$ cat src/common/dic_defs.svh
//
// Contract
// - Each input has an invert setting, default off; on, output is complement.
// - A level change reaches the output only after its full debounce interval.
// - Debounce choice per input: none, 20 ms, 50 ms, 100 ms; none default.
// - Pulses shorter than the selected interval never change the output.
// - Four inputs, each with its own independent invert and debounce setting.
`ifndef DIC_DEFS_SVH
`define DIC_DEFS_SVH

// ----------------------------------------------------------------------
// Sizes
// ----------------------------------------------------------------------
`define DIC_NUM_IN 4
`define DIC_CNT_W 20
`define DIC_ADDR_W 8
`define DIC_DATA_W 32

// ----------------------------------------------------------------------
// Timing
// ----------------------------------------------------------------------
`define DIC_CLK_KHZ 10000
`define DIC_DEB20_MS 20
`define DIC_DEB50_MS 50
`define DIC_DEB100_MS 100

// ----------------------------------------------------------------------
// Register map
// ----------------------------------------------------------------------
`define DIC_OFS_CFG 8'h00
`define DIC_OFS_STAT 8'h04
`define DIC_OFS_CHG 8'h08
`define DIC_CFG_STRIDE 4
`define DIC_CFG_INV_POS 0
`define DIC_CFG_SEL_POS 1
`define DIC_CFG_W 16
`define DIC_CFG_RST 16'h0000
`define DIC_STAT_RAW_POS 4

`endif

$ cat src/common/dic_pkg.sv
package dic_pkg;

  typedef enum logic [1:0] {
    DIC_DEB_NONE,
    DIC_DEB_20,
    DIC_DEB_50,
    DIC_DEB_100
  } dic_deb_type;

  typedef enum logic {
    DIC_CH_STABLE,
    DIC_CH_PENDING
  } dic_phase_type;

  typedef struct packed {
    dic_phase_type phase;
    logic [19:0] count;
    logic accepted;
    logic cond;
  } dic_chan_type;

endpackage

$ cat src/common/dic_chan_if.sv
`timescale 1ns/1ns
`include "dic_defs.svh"

interface dic_chan_if;
  logic rawIn;
  logic invert;
  dic_pkg::dic_deb_type debSel;
  logic [`DIC_CNT_W-1:0] limit;
  logic condOut;

  modport chan (
    input rawIn,
    input invert,
    input debSel,
    input limit,
    output condOut
  );

  modport ctrl (
    output rawIn,
    output invert,
    output debSel,
    output limit,
    input condOut
  );
endinterface

$ cat src/dic_channel.sv
`timescale 1ns/1ns
`include "dic_defs.svh"

module dic_channel (
  input wire logic clk,
  input wire logic nrst,
  dic_chan_if.chan bus
);

  dic_pkg::dic_chan_type st_ff;
  dic_pkg::dic_chan_type nxt_st;

  // ----------------------------------------------------------------------
  // Debounce filter
  // ----------------------------------------------------------------------
  always_comb
  begin
    nxt_st = st_ff;
    if (bus.debSel == dic_pkg::DIC_DEB_NONE)
    begin
      nxt_st.accepted = bus.rawIn;
      nxt_st.count = '0;
      nxt_st.phase = dic_pkg::DIC_CH_STABLE;
    end
    else if (bus.rawIn == st_ff.accepted)
    begin
      // A bounce back drops the pending change and its elapsed time.
      nxt_st.count = '0;
      nxt_st.phase = dic_pkg::DIC_CH_STABLE;
    end
    else
    begin
      case (st_ff.phase)
        dic_pkg::DIC_CH_STABLE,
        dic_pkg::DIC_CH_PENDING:
        begin
          if (st_ff.count >= bus.limit - 1'b1)
          begin
            nxt_st.accepted = bus.rawIn;
            nxt_st.count = '0;
            nxt_st.phase = dic_pkg::DIC_CH_STABLE;
          end
          else
          begin
            nxt_st.count = st_ff.count + 1'b1;
            nxt_st.phase = dic_pkg::DIC_CH_PENDING;
          end
        end
        default:
        begin
          nxt_st.count = '0;
          nxt_st.phase = dic_pkg::DIC_CH_STABLE;
        end
      endcase
    end
    // Inversion sits after the filter, so changing it acts on the next clock without waiting out the debounce.
    nxt_st.cond = nxt_st.accepted ^ bus.invert;
  end

  always_ff @(posedge clk)
  begin
    if (!nrst)
      st_ff <= '0;
    else
      st_ff <= nxt_st;
  end

  assign bus.condOut = st_ff.cond;

endmodule // dic_channel

$ cat src/dic_top.sv
`timescale 1ns/1ns
`include "dic_defs.svh"

module dic_top #(
  parameter int DEB20_CYC = `DIC_DEB20_MS * `DIC_CLK_KHZ,
  parameter int DEB50_CYC = `DIC_DEB50_MS * `DIC_CLK_KHZ,
  parameter int DEB100_CYC = `DIC_DEB100_MS * `DIC_CLK_KHZ
) (
  input wire logic clk,
  input wire logic nrst,
  input wire logic [`DIC_NUM_IN-1:0] rawIn,
  output logic [`DIC_NUM_IN-1:0] condOut,
  input wire logic [`DIC_ADDR_W-1:0] addr,
  input wire logic [`DIC_DATA_W-1:0] wrData,
  input wire logic wrEn,
  input wire logic rdEn,
  output logic [`DIC_DATA_W-1:0] rdData
);

  localparam logic [`DIC_CNT_W-1:0] LIM20 = DEB20_CYC[`DIC_CNT_W-1:0];
  localparam logic [`DIC_CNT_W-1:0] LIM50 = DEB50_CYC[`DIC_CNT_W-1:0];
  localparam logic [`DIC_CNT_W-1:0] LIM100 = DEB100_CYC[`DIC_CNT_W-1:0];

  typedef struct packed {
    logic [`DIC_CFG_W-1:0] cfg;
    logic [`DIC_NUM_IN-1:0] chg;
    logic [`DIC_NUM_IN-1:0] prev;
    logic [`DIC_DATA_W-1:0] rd;
  } dic_regs_type;

  dic_regs_type st_ff;
  dic_regs_type nxt_st;
  logic [`DIC_NUM_IN-1:0] condW;

  // ----------------------------------------------------------------------
  // Channels
  // ----------------------------------------------------------------------
  for (genvar i = 0; i < `DIC_NUM_IN; i++)
  begin : g_ch
    localparam int B = i * `DIC_CFG_STRIDE;
    dic_chan_if u_if ();
    logic [1:0] selBits;

    assign selBits = st_ff.cfg[B + `DIC_CFG_SEL_POS +: 2];
    assign u_if.rawIn = rawIn[i];
    assign u_if.invert = st_ff.cfg[B + `DIC_CFG_INV_POS];
    assign u_if.debSel = dic_pkg::dic_deb_type'(selBits);
    always_comb
    begin
      case (u_if.debSel)
        dic_pkg::DIC_DEB_20: u_if.limit = LIM20;
        dic_pkg::DIC_DEB_50: u_if.limit = LIM50;
        dic_pkg::DIC_DEB_100: u_if.limit = LIM100;
        default: u_if.limit = '0;
      endcase
    end
    assign condW[i] = u_if.condOut;

    dic_channel u_ch (
      .clk(clk),
      .nrst(nrst),
      .bus(u_if.chan)
    );
  end

  // ----------------------------------------------------------------------
  // Register slave
  // ----------------------------------------------------------------------
  always_comb
  begin
    nxt_st = st_ff;
    nxt_st.rd = '0;
    nxt_st.prev = condW;
    if (wrEn && addr == `DIC_OFS_CFG)
      nxt_st.cfg = wrData[`DIC_CFG_W-1:0];
    if (wrEn && addr == `DIC_OFS_CHG)
      nxt_st.chg = st_ff.chg & ~wrData[`DIC_NUM_IN-1:0];
    // A fresh change wins over a clear in the same cycle.
    nxt_st.chg = nxt_st.chg | (condW ^ st_ff.prev);
    if (rdEn)
    begin
      case (addr)
        `DIC_OFS_CFG: nxt_st.rd[`DIC_CFG_W-1:0] = st_ff.cfg;
        `DIC_OFS_STAT:
        begin
          nxt_st.rd[`DIC_NUM_IN-1:0] = condW;
          nxt_st.rd[`DIC_STAT_RAW_POS +: `DIC_NUM_IN] = rawIn;
        end
        `DIC_OFS_CHG: nxt_st.rd[`DIC_NUM_IN-1:0] = st_ff.chg;
        default: nxt_st.rd = '0;
      endcase
    end
  end

  always_ff @(posedge clk)
  begin
    if (!nrst)
    begin
      st_ff.cfg <= `DIC_CFG_RST;
      st_ff.chg <= '0;
      st_ff.prev <= '0;
      st_ff.rd <= '0;
    end
    else
      st_ff <= nxt_st;
  end

  // Both come from flip-flops: rd here, cond inside each channel.
  assign rdData = st_ff.rd;
  assign condOut = condW;

endmodule // dic_top

$ cat config.mk
export PLATFORM = sky130hd
export DESIGN_NAME = dic_top
export DESIGN_NICKNAME = d
export VERILOG_FILES = /design/src/common/dic_pkg.sv /design/src/common/dic_chan_if.sv /design/src/dic_channel.sv /design/src/dic_top.sv
export VERILOG_INCLUDE_DIRS = /design/src /design/src/common
export SDC_FILE = /design/constraint.sdc
export NUM_CORES = 1
export LEC_CHECK = 0
export BUFFER_PORTS_ARGS = -buffer_cell sky130_fd_sc_hd__buf_2
export CORE_MARGIN = 2
export CORE_UTILIZATION = 55
export CTS_CLUSTER_SIZE = 28
export DETAILED_ROUTE_END_ITERATION = 10
export PLACE_DENSITY = 0.85
export SLEW_MARGIN = 40
export SYNTH_ARGS = -nofsm -noshare
export SYNTH_HDL_FRONTEND = slang
export SYNTH_SLANG_ARGS = --single-unit
$ cat constraint.sdc
create_clock -name clk -period 4.4 [get_ports clk]
set_input_delay 0.22 -clock clk [delete_from_list [all_inputs] [get_ports clk]]
set_output_delay 0.22 -clock clk [all_outputs]
set_load 0.01 [all_outputs]
After elaboration in Yosys (flattened, before gate mapping)
Index checks and enable logic that the tools add are counted.
{ "word_totals": {"inputBits": 48, "elab_cells": 89, "out_inout_bits": 36, "ff_bits": 144} }
{ "op_classes": {"addsub": 8, "eq_ne": 18, "n_reduce_logical": 13, "n_lt_le_gt_ge": 4, "n_mux": 19, "bitwise": 9} }
{ "ops": {"columns": ["operator", "n"], "rows": [
  ["20-bit one-hot mux with 3 select lines", 4],
  ["20-bit by 1-bit adder with 20-bit output (second input constant)", 4],
  ["20-bit greater-or-equal comparator", 4],
  ["20-bit by 1-bit subtractor with 20-bit output (second input constant)", 4],
  ["2-bit == test (second input constant)", 8],
  ["4-bit OR reduction", 4],
  ["1-bit two-way mux", 12],
  ["4-bit one-hot mux with 3 select lines", 1],
  ["2-bit by 1-bit == test with 1-bit output (second input constant)", 4],
  ["8-bit by 3-bit == test with 1-bit output (second input constant)", 1],
  ["8-bit by 4-bit == test with 1-bit output (second input constant)", 1],
  ["2-bit zero test", 4],
  ["8-bit zero test", 1],
  ["4-bit one-hot mux with 2 select lines", 1],
  ["4-bit AND", 1],
  ["1-bit == test", 4],
  ["4-bit two-way mux", 1],
  ["4-bit NOT", 1],
  ["4-bit OR", 1],
  ["1-bit bitwise XOR", 4],
  ["4-bit bitwise XOR", 1],
  ["3-bit AND reduction", 1],
  ["1-bit logical AND", 2],
  ["2-bit AND reduction", 1],
  ["1-bit NOT", 1]
]} }

Depth between registers and ports, before layout
Gate-level depths: netlist of run 1.
{ "depth": {"word_depth": 8, "mapped_depth": 12, "ltp_nobuf": 10} }

By module
Synthesis of run 1 repeated with hierarchy kept, for this count alone.
{ "unflattened": {"hier_cells": 1048, "hier_area_um2": 9029.9} }
{ "modules_own_cells": {"columns": ["mod", "cells_per_inst", "seq_area_each_um2", "area_per_inst_um2", "n_inst"], "rows": [
  ["dic_channel", 200, 440.4, 1701.6, 4],
  ["dic_top", 248, 800.8, 2223.4, 1]
]} }

Worst setup path before layout of run 1
No wires, ideal clock.
{ "synth_path": {"path_type": "register to register", "start": "register st_ff (netlist bit g_ch[2].selBits[0])", "end": "register g_ch[2].u_ch.st_ff[10] in the netlist's numbering", "stages_incl_launch_ff": 11, "path_buffers": 1, "t_required_ps": 4336, "setup_ps": 64, "slack_ps": 1648, "arrival_time_ps": 2688, "cell_sequence": "dfxtp_1 > inv_1 > ha_1 > ha_1 > a2111oi_0 > o21ai_0 > a311oi_1 > o211ai_1 > or3b_1 > buf_2 > nor2_1"} }
{ "synth_between": {"elab_chain_len": 5} }
{ "synth_rtl": {"columns": ["item", "line", "rtl"], "rows": [
  ["start, declared", "dic_top.sv:31", "dic_regs_type st_ff;"],
  ["start signal, assigned", "dic_top.sv:105", "st_ff <= nxt_st;"],
  ["2-bit == test or 2-bit by 1-bit == test with 1-bit output (tied branches)", "dic_top.sv:50", "case (u_if.debSel)"],
  ["20-bit one-hot mux with 3 select lines", "dic_top.sv:50", null],
  ["20-bit by 1-bit subtractor with 20-bit output", "dic_channel.sv:37", "if (st_ff.count >= bus.limit - 1'b1)"],
  ["20-bit greater-or-equal comparator", "dic_channel.sv:37", null],
  ["4-bit OR reduction (no line) *", null, null],
  ["end signal, assigned", "dic_channel.sv:65", "st_ff <= nxt_st;"],
  ["end, declared", "dic_channel.sv:10", "dic_pkg::dic_chan_type st_ff;"]
]} }
Every way passes the cells marked *; elsewhere a longest branch is shown, timed or not.
A chain may end at the register's enable or synchronous reset.

Worst setup path in the final report of run 1
{ "layout_path": {"start": "register st_ff (netlist bit g_ch[2].selBits[0])", "end": "register g_ch[2].u_ch.st_ff[21] in the netlist's numbering"} }
Same word-level chain as after synthesis.

==> results.json, run 1 <==
{
  "reg2reg_from": "g_ch[2].selBits[0]",
  "final_cells": 1009,
  "core_um2": 12600,
  "arrival_ps": 3740,
  "fin_setup_tns_ps": 0,
  "synthArstFlopShare_pct": 0,
  "synth_top_cell_area_share_pct": 36.2,
  "cts_hold_buf": 0,
  "gp_congestion": 0.839,
  "pin_count": 84,
  "hold_start": "wrData[9]",
  "synth_seq_cells": 128,
  "synth_common_cells": "dfxtp_1 (128), nor2_1 (110), ha_1 (83)",
  "utilization_pct": 62.2,
  "yosysSeqAreaShare_pct": 36.2,
  "grt_pass1_wl_um": 23500,
  "synth_area_leaders": "dfxtp_1 (36%), ha_1 (15%), xor2_1 (7.2%), nor2_1 (5.8%), nand2_1 (3.9%)",
  "leakagePower_uw": 0.00330,
  "place_inst": 977,
  "setup_viol": 0,
  "crit_start": "g_ch[2].selBits[0]",
  "hpwl_um": 9500,
  "timing.slew.headroom_pct": 49.9,
  "cts_tree": "built",
  "holdWs_ps": 56.0,
  "die_y_um": 117,
  "yosysTopAreaCell": "dfxtp_1",
  "cts_sinks": 128,
  "grt_max_degree": 50,
  "clockRootBuffer": "clkbuf_16",
  "synth_ff_type": "dfxtp_1",
  "syn_area_per_cell_um2": 8.88,
  "cp.buffers_inverters": 1,
  "synth_cell_types": 53,
  "fin_crit_sh_pct": 77.3,
  "critPathTopFamily": "compound AO/OA/AOI/OAI gates",
  "first_pass_iters": 4,
  "antennaDiodeCount": 0,
  "setup_ws_ps": 1000,
  "std_cell_rows": 41,
  "die-area_um2": 13800,
  "post_drt_wl_per_cell_um": 13.5,
  "h-tree-depth": 4,
  "startpoint_type": "register",
  "hold_viol": 0,
  "crit_type": "reg -> reg",
  "cts_buffer_depth": 2,
  "cts_resized": 0,
  "post-place-ws_ps": 1040,
  "overflow": 0,
  "peakVddDrop_mv": 0.256,
  "clkTransAtPathRegs_ps": 60,
  "power_density_nw_per_um2": 332,
  "layout-drive-gt1-share_pct": 10.9,
  "grt_use_total_pct": 20.5,
  "ant_nets": 0,
  "multi_input_area_um2": 4130,
  "crit_slowest_cell": "or3b_1",
  "io_buffers": 51,
  "syn_area_um2": 7070,
  "crit_required_ps": 4740,
  "drcViolationCount": 0,
  "holdCritPathClass": "in -> reg",
  "die_w_um": 117,
  "synth_most_common_cell": "dfxtp_1",
  "synthCells": 796,
  "worstPathMaxFanout": 20,
  "drtIter0Drc": 327,
  "initial_utilization_pct": 56.2,
  "grt_pass1_vias": 5159,
  "avgViaCountPerCell": 5.26,
  "cts_buffers": 17,
  "max_freq_ghz": 0.294,
  "vias": 5312,
  "synth_edf_count": 0,
  "cap_violations": 0,
  "regArea_um2": 2560,
  "endpoint_kind": "register",
  "rsz0062_at_grt": "false",
  "cts_setup_buffers": 0,
  "fill_cells": 1018,
  "clock_latency_ps": 410,
  "status": "completed",
  "min_period_ps": 3400,
  "area_growth_syn_to_layout_pct": 10.6,
  "worst_slew_pin_slew_ps": 749,
  "slew_viol_final": 0,
  "cpPeakStageDelay_ps": 710,
  "finalWirelength_um": 13600,
  "critPathMostFrequentCell": "ha_1",
  "crit_path_cell_trace": "inv_1 -> ha_1 -> ha_1 -> a2111oi_0 -> o21ai_0 -> a311oi_1 -> o211ai_1 -> or3b_1 -> nor2_1",
  "finClkSkew_ps": 6.95,
  "yosys_warnings": 0,
  "grt_antenna_before_repair": 1,
  "nets": 955
}
power by group:
part	internal (uW)	leakage, uW	total, uW	switching, uW
sequential	1170	0.00103	1180	8.00
clock	815	0.000273	1350	535
combinational	30.1	0.00199	68.5	38.3
total	2010	0.00330	2600	582
cell usage in the layout, fill, tap and decap left out, types with 12 or more instances in the layout:
master	synthesis	final
xnor2_1	31	31
ha_1	83	83
a21boi_0	14	14
mux2i_1	12	12
dfxtp_1	128	128
nor2_1	110	110
nand2_1	73	73
conb_1	1	16
inv_1	20	20
nand3_1	38	38
xor2_1	58	58
a21oi_1	24	24
and3_1	18	18
clkbuf_16	0	17
buf_2	7	51
nor3_1	13	12
nand4_1	21	21
registers in the layout, indices dropped and copies added (netlist names):
signal and flops:
st_ff 12, g_ch.u_ch.st_ff 84, g_ch.u_if.invert 4, g_ch.selBits 8, g_ch.u_ch.bus.condOut 4, rdData 16
stage by stage:
stage                     instance area, um2  total power, uW
after CTS                               7810             2620
final                                   7820             2600
after floorplan                         7130             1250
after detailed placement                7230             1270
after global placement                  7230             1270
after global routing                    7820             2680
logic make-up after synthesis:
kind of cell,count (synthesis),synth area share [%]
multiplexers,12,1.70
other,1,0.0530
buffers and inverters,77,6.34
AND/OR/NAND/NOR,328,22.5
adder cells (fa/ha/maj),83,14.7
XOR/XNOR,89,11.0
flip-flops,128,36.2
AO/OA/AOI/OAI,78,7.47
metal layers:
| layer | track usage (%) | routed length [um] | vias up |
|---|---|---|---|
| li1 | - | - | 2734 |
| met5 | 0 | 0 | - |
| met3 | 5.35 | 563 | 17 |
| met4 | 7.91 | 240 | 0 |
| met1 | 25.1 | 6210 | 2473 |
| met2 | 34.6 | 6570 | 88 |
tightest hold or removal path, cell delays in order:
cell and delay (ps):
buf_2 90, nand2_1 40, a21boi_0 60
path summary, 6_finish.rpt:
| kind | to | slack (ps) | depth (start not counted) |
|---|---|---|---|
| worst max-delay path | g_ch[2].u_ch.st_ff[21] | 1000 | 9 |
| worst min-delay path | g_ch[2].selBits[0] | 60 | 3 |
| worst max register to register | g_ch[2].u_ch.st_ff[21] | 1000 | 9 |
| worst min register to register | st_ff[43] | 450 | 2 |
area by class of cell:
type / instances / share of cell area [%]
Multi-Input combinational cell: 606 / 52.8
Sequential cell: 128 / 32.8
Clock buffer: 19 / 5.79
Timing Repair Buffer: 51 / 3.26
Tap cell: 172 / 2.75
Clock inverter: 13 / 1.62
Inverter: 20 / 0.960
Note: power is estimated with default switching activity, not from simulation.
==> run 2, diff against run 1 <==
--- a/config.mk
+++ b/config.mk
@@ -6,12 +6,13 @@
 export SDC_FILE = /design/constraint.sdc
 export NUM_CORES = 1
 export LEC_CHECK = 0
+export ABC_AREA = 1
 export BUFFER_PORTS_ARGS = -buffer_cell sky130_fd_sc_hd__buf_2
 export CORE_MARGIN = 2
-export CORE_UTILIZATION = 55
+export CORE_UTILIZATION = 54
 export CTS_CLUSTER_SIZE = 28
 export DETAILED_ROUTE_END_ITERATION = 10
-export PLACE_DENSITY = 0.85
+export PLACE_DENSITY = 0.86
 export SLEW_MARGIN = 40
 export SYNTH_ARGS = -nofsm -noshare
 export SYNTH_HDL_FRONTEND = slang
==> constraint.sdc (replaced) <==
create_clock -name clk -period 3.01 [get_ports clk]
set_input_delay 0.1505 -clock clk [delete_from_list [all_inputs] [get_ports clk]]
set_output_delay 0.1505 -clock clk [all_outputs]
set_load 0.01 [all_outputs]
==> run 2 against run 1 <==
  * Final area rose by 9.0%
  * Routed wire length is 15% higher
  * Cell count is 24% higher
  * Setup slack got worse by 690 ps
  * Flip-flop and latch count did not move
  * Fmax is 26% higher
  * Clock-buffer cell count rose by 6
  * Sequential share of layout area decreased by 2.7 points
  * First-iteration DRC count rose by 43%
  * Critical path type unchanged
  * Highest routed layer unchanged
==> results.json, run 2 <==
{
  "avgViaCountPerCell": 5.08,
  "syn_area_um2": 7600,
  "layout-drive-gt1-share_pct": 12.5,
  "regArea_um2": 2560,
  "multi_input_area_um2": 4340,
  "synth_ff_type": "dfxtp_1",
  "fin_crit_sh_pct": 89.8,
  "clock_latency_ps": 420,
  "hold_viol": 0,
  "syn_area_per_cell_um2": 7.51,
  "dpl_cell_area_um2": 7850,
  "final_common_cell": "nand2_1",
  "clkTransAtPathRegs_ps": 50,
  "initial_utilization_pct": 55.0,
  "io_buffers": 51,
  "yosysSeqAreaShare_pct": 33.7,
  "rsz0062_at_grt": "false",
  "min_period_ps": 2700,
  "synthArstFlopShare_pct": 0,
  "hpwl_um": 11500,
  "p_sw_share_pct": 19.9,
  "synth_edf_count": 0,
  "reg2regPathDepth": 15,
  "leakagePower_uw": 0.00388,
  "arrival_ps": 3040,
  "finalWirelength_um": 15600,
  "first_pass_iters": 5,
  "cts_tree": "built",
  "synth_top_cell_area_share_pct": 33.7,
  "grt_pass1_wl_um": 26300,
  "clockRootBuffer": "clkbuf_16",
  "drcViolationCount": 0,
  "finalInstanceArea_um2": 8530,
  "rr_endpoint": "g_ch[0].u_ch.st_ff[16]",
  "layout_common_cells": "nand2_1 (219), dfxtp_1 (128), nor2_1 (119), inv_1 (108), ha_1 (83)",
  "synth_most_common_cell": "nand2_1",
  "crit_end": "g_ch[0].u_ch.st_ff[16]",
  "die-area_um2": 15000,
  "worstPathMaxFanout": 20,
  "crit_start": "g_ch[0].selBits[0]",
  "largest-register": "g_ch.u_ch.st_ff",
  "reg2reg_from": "g_ch[0].selBits[0]",
  "finClkSkew_ps": 7.32,
  "fill_cells": 1219,
  "drtIter0Drc": 467,
  "slew_viol_final": 0,
  "area_growth_syn_to_layout_pct": 12.1,
  "cts_buffer_depth": 2,
  "synthCells": 1013,
  "grt_use_total_pct": 22.0,
  "fin_setup_tns_ps": 0,
  "p_clk_share_pct": 54.0,
  "p_int_uw": 3170,
  "std_cell_rows": 43,
  "cts_setup_buffers": 0,
  "cts_buffers": 17,
  "grt_max_degree": 31,
  "setup_viol": 0,
  "status": "completed",
  "overflow": 0,
  "p_seq_share_pct": 43.4,
  "ant_nets": 0,
  "core_um2": 13800,
  "peakVddDrop_mv": 0.638,
  "pin_count": 84,
  "timing.slew.headroom_pct": 54.1,
  "power_density_nw_per_um2": 465,
  "synth_seq_cells": 128,
  "gp_congestion": 0.865,
  "post_drt_wl_per_cell_um": 12.5,
  "endpoint_kind": "register",
  "nets": 1190,
  "largest_reg_flops": 84,
  "synth_cell_types": 41,
  "reg2reg_slack_ps": 310,
  "startpoint_type": "register",
  "crit_required_ps": 3350,
  "synth_common_cells": "nand2_1 (219), dfxtp_1 (128), nor2_1 (119)",
  "switching_power_uw": 790,
  "vias": 6354,
  "grt_antenna_before_repair": 1,
  "cap_violations": 0,
  "cts_sinks": 128,
  "crit_type": "reg -> reg",
  "grt_pass1_vias": 5901,
  "yosysTopAreaCell": "dfxtp_1",
  "die_w_um": 123,
  "p_comb_share_pct": 2.6,
  "die_y_um": 123,
  "max_freq_ghz": 0.370,
  "worst_slew_pin_slew_ps": 687,
  "yosys_warnings": 0,
  "holdCritPathClass": "in -> reg",
  "h-tree-depth": 4,
  "synth_area_leaders": "dfxtp_1 (34%), ha_1 (14%), nand2_1 (11%), nor2_1 (5.9%), inv_1 (5.3%)"
}
[run 2: repair_timing]
action | CTS | global route
setup endpoints to repair | 0 | 9
gates resized for setup | 0 | 1
endpoints found under the hold margin | 5 | 0
hold buffers | 5 | 0
[run 2: critical path, stage by stage (launching register included)]
cell and delay, ps:
dfxtp_1 470, inv_1 140, ha_1 280, inv_1 170
nand2_1 100, and2_1 140, ha_1 270, nand2_1 70
nand3b_1 100, nand2_1 50, nand2_1 70, nand2_1 80
nor2_2 170, nand3_1 90, buf_4 220, nor3b_1 200
[run 2: through the flow]
stage / hold WS [ps] / utilization, % / instances / power (uW) / worst slack (ps)
3_3_place_gp: 413 / 56.8 / 1215 / 1850 / 309
6_report: 8.07 / 61.7 / 1252 / 3960 / 308
5_1_grt: 33.0 / 61.6 / 1251 / 4080 / 52.8
2_1_floorplan: 327 / - / 1028 / 1830 / 788
3_5_place_dp: 429 / 56.8 / 1215 / 1850 / 258
4_1_cts: 4.76 / 61.6 / 1250 / 4000 / 214
[run 2: per-layer routing]
layer	routed length [um]	vias to the layer above	track usage (%)
li1	-	3306	-
met1	7090	2915	26.7
met2	7650	112	37.7
met3	693	21	5.76
met4	213	0	7.18
met5	0	-	0
[run 2: how the worst min path moves through the flow]
| stage | cells after the start | startpoint | to | slack, ps |
|---|---|---|---|---|
| 2_1_floorplan | 2 | wrData[7] | st_ff[47] | 330 |
| 3_3_place_gp | 3 | wrData[6] | g_ch[1].selBits[1] | 410 |
| 3_5_place_dp | 3 | wrData[6] | g_ch[1].selBits[1] | 430 |
| 4_1_cts | 3 | wrData[15] | st_ff[55] | 5 |
| 5_1_grt | 3 | wrData[8] | g_ch[2].u_if.invert | 30 |
| 6_report | 3 | wrData[15] | st_ff[55] | 8 |
[run 2: logic make-up (layout without fill, tap and decap cells)]
kind of cell	after synthesis	in the layout	synth area share, %
buf+inv	163	205	10.0
flops	128	128	33.7
xor+xnor	49	49	5.64
other cells	1	18	0.0493
simple gates	496	496	30.3
fa+ha+maj	83	83	13.7
compound gates	93	93	6.58
[run 2: power groups by stage]
| stage | clock [uW] | sequential, uW | combinational [uW] |
|---|---|---|---|
| 2_1_floorplan | 0 | 1750 | 75.5 |
| 3_3_place_gp | 0 | 1760 | 93.4 |
| 3_5_place_dp | 0 | 1760 | 96.2 |
| 4_1_cts | 2180 | 1720 | 102 |
| 5_1_grt | 2240 | 1720 | 116 |
| 6_report | 2140 | 1720 | 102 |
[run 2: final cells by class]
type,count,share of cell area (%)
timing repair buffer,63,4.20
inverter,112,4.93
clock inverter,5,1.17
antenna,2,0.0587
clock buffer,25,6.05
multi-input combinational,737,50.9
tap,180,2.64
sequential,128,30.1
==> run 3, diff against run 2 <==
--- a/config.mk
+++ b/config.mk
@@ -9,11 +9,12 @@
 export ABC_AREA = 1
 export BUFFER_PORTS_ARGS = -buffer_cell sky130_fd_sc_hd__buf_2
 export CORE_MARGIN = 2
-export CORE_UTILIZATION = 54
+export CORE_UTILIZATION = 55
 export CTS_CLUSTER_SIZE = 28
 export DETAILED_ROUTE_END_ITERATION = 10
 export PLACE_DENSITY = 0.86
 export SLEW_MARGIN = 40
 export SYNTH_ARGS = -nofsm -noshare
 export SYNTH_HDL_FRONTEND = slang
+export SYNTH_HIERARCHICAL = 1
 export SYNTH_SLANG_ARGS = --single-unit
==> run 3 against run 2 <==
  * The flow now finishes with violations (setup timing)
  * Via count increased by 72%
  * Worst hold slack hardly changed
  * Global-route usage increased by 7.2 points
  * Synthesized area grew 36%
  * Fmax fell by 22%
  * Sequential power is essentially flat
  * Critical path depth up 8
  * Clock skew grew 3.6 ps
  * Clock power is 2% higher
  * Largest cell class unchanged
==> results.json, run 3 <==
{
  "avgViaCountPerCell": 5.55,
  "synth_ff_type": "dfxtp_1",
  "drtIter0Drc": 1053,
  "cts_buffer_depth": 2,
  "grt_antenna_before_repair": 1,
  "die_y_um": 141,
  "synth_cell_types": 43,
  "dr.max_layer_used": "met4",
  "h-tree-depth": 4,
  "rr_endpoint": "g_ch[1].u_ch/st_ff[5]",
  "gp_congestion": 0.847,
  "crit_start": "g_ch[1].selBits[0]",
  "hold_viol": 0,
  "grt_use_total_pct": 29.1,
  "leakagePower_uw": 0.00604,
  "synth_simple_gate_area_share_pct": 36.5,
  "arrival_ps": 3810,
  "crit_type": "reg -> reg",
  "timing.slew.headroom_pct": 45.9,
  "fin_crit_sh_pct": 115,
  "synth_area_leaders": "dfxtp_1 (25%), ha_1 (14%), nand2_1 (11%), inv_1 (7.3%), nor2_1 (6.4%)",
  "syn_area_per_cell_um2": 7.16,
  "grt_max_degree": 25,
  "clockRootBuffer": "clkbuf_16",
  "synth_seq_cells": 128,
  "die_w_um": 141,
  "final_common_cell": "nand2_1",
  "synth_xor_xnor_area_share_pct": 9.76,
  "synth_most_common_cell": "nand2_1",
  "synth_common_cells": "nand2_1 (299), inv_1 (200), nor2_1 (177)",
  "endpoint_kind": "register",
  "worstPathMaxFanout": 5,
  "yosysTopAreaCell": "dfxtp_1",
  "largest-register": "g_ch.u_ch/st_ff",
  "wl_met2_um": 17000,
  "holdCritPathClass": "in -> reg",
  "worst_slew_pin_slew_ps": 807,
  "rsz0062_at_grt": "true",
  "cts_tree": "built",
  "slew_viol_final": 0,
  "die-area_um2": 19900,
  "initial_utilization_pct": 55.5,
  "setup_ws_ps": -441,
  "pin_count": 84,
  "regArea_um2": 2590,
  "core_um2": 18600,
  "drcViolationCount": 0,
  "clock_latency_ps": 440,
  "fill_cells": 1076,
  "status": "finished, violations left",
  "multi_input_area_um2": 7990,
  "synthCells": 1441,
  "vias": 10943,
  "power_uw": 4290,
  "overflow": 0,
  "fin_setup_tns_ps": -29840,
  "layout-drive-gt1-share_pct": 34.5,
  "nets": 1885,
  "synth_fa_ha_area_share_pct": 13.6,
  "ant_nets": 0,
  "synthArstFlopShare_pct": 0,
  "yosys_warnings": 6,
  "crit_required_ps": 3360,
  "largest_reg_flops": 84,
  "io_buffers": 51,
  "grt_pass1_wl_um": 46700,
  "place_inst": 1853,
  "synth_top_cell_area_share_pct": 24.8,
  "violations": "setup timing",
  "layout_common_cells": "nand2_1 (256), inv_1 (189), buf_4 (122), nor2_1 (120), dfxtp_1 (120)",
  "finClkSkew_ps": 10.9,
  "finalWirelength_um": 34100,
  "reg2regPathDepth": 23,
  "synth_top_family_by_area": "simple AND/OR/NAND/NOR gates",
  "startpoint_type": "register",
  "wl_met1_um": 11800,
  "synth_compound_area_share_pct": 3.77,
  "synth_edf_count": 0,
  "reg2reg_slack_ps": -440,
  "cts_sinks": 128,
  "first_pass_iters": 7,
  "syn_area_um2": 10300,
  "final_cells": 1973,
  "cap_violations": 0,
  "reg2reg_from": "g_ch[1].selBits[0]",
  "muxShareOfSynthArea_pct": 0,
  "cts_buffers": 17,
  "power_density_nw_per_um2": 305,
  "dr_wl_met3_um": 2770,
  "yosysSeqAreaShare_pct": 24.8,
  "setup_viol": 88,
  "area_growth_syn_to_layout_pct": 36.6,
  "grt_pass1_vias": 10162,
  "post_drt_wl_per_cell_um": 17.3,
  "hpwl_um": 17100,
  "min_period_ps": 3450,
  "peakVddDrop_mv": 0.438,
  "max_freq_ghz": 0.290,
  "crit_end": "g_ch[1].u_ch/st_ff[5]",
  "std_cell_rows": 50,
  "clkTransAtPathRegs_ps": 60
}
==> run 3: worst min-delay path by stage <==
stage | startpoint | to | depth (start not counted) | slack, ps
after detailed placement | wrData[15] | st_ff[55] | 3 | 430
after global routing | wrData[4] | g_ch[1].u_if.invert | 3 | 9
after CTS | wrData[4] | g_ch[1].u_if.invert | 3 | 0.5
after floorplan | nrst | st_ff[32] | 2 | 250
after global placement | wrData[13] | g_ch[3].selBits[0] | 3 | 420
final | wrData[4] | g_ch[1].u_if.invert | 3 | 8
==> run 3: timing repair <==
| action | CTS | global route |
|---|---|---|
| hold buffers | 9 | 0 |
| setup endpoints to repair | 88 | 88 |
| pin swaps | 45 | 82 |
| buffers inserted | 47 | 23 |
| resized for setup | 122 | 168 |
| gates cloned | 7 | 5 |
| endpoints found under the hold margin | 9 | 0 |
==> run 3: through the flow <==
| stage | setup WS (ps) | hold WS, ps | util, % | cell area [um2] |
|---|---|---|---|---|
| global placement | -163 | 418 | 62.0 | 11500 |
| floorplan | 13.2 | 248 | - | 10700 |
| CTS | -247 | 0.518 | 71.4 | 13300 |
| detailed placement | -277 | 429 | 62.0 | 11500 |
| finish | -441 | 7.96 | 75.8 | 14100 |
| global route | -582 | 8.78 | 75.8 | 14100 |
==> run 3: cells by family after synthesis <==
logic type	count (synthesis)
AOI/OAI and AO/OA	68
xor gates and xnor gates	115
adders and majority gates	112
buffers and inverters	266
DFF	128
other	1
and+or+nand+nor	751
==> run 3: area by class of cell <==
type,count,share of cell area (%)
Tap cell,234,2.08
Clock inverter,14,1.28
Multi-Input combinational cell,1146,56.7
Timing Repair Buffer,217,12.7
Clock buffer,18,3.05
Inverter,215,5.83
Antenna cell,1,0.0178
Sequential cell,128,18.4
==> run 3: critical path, cell delays in order, from the launching register on <==
cell and delay, ps:
dfxtp_4 360, buf_6 130, ha_4 160, nor2_4 100, nor2_4 60, nor2_2 130, nand2_2 90, nor3_4 290
nand4_2 180, nor2_2 200, xor2_1 170, inv_1 90, ha_4 220, nand2_4 70, nor2_4 40, nand2_2 60
nor2_1 50, nand2_1 90, nand2_1 70, nor2_2 130, nand4_1 180, buf_6 210, buf_12 140, nor3b_2 150
==> run 3: per-layer routing <==
layer / vias to the layer above / GRT usage (%)
met5: - / 0
met4: 0 / 16.5
met3: 253 / 5.71
met2: 686 / 53.0
met1: 5049 / 31.6
li1: 4955 / -
==> run 3: power breakdown <==
| group | switching, uW | internal [uW] | leakage [uW] |
|---|---|---|---|
| logic | 231 | 154 | 0.00471 |
| clock network | 876 | 1320 | 0.000292 |
| registers | 13.0 | 1700 | 0.00104 |
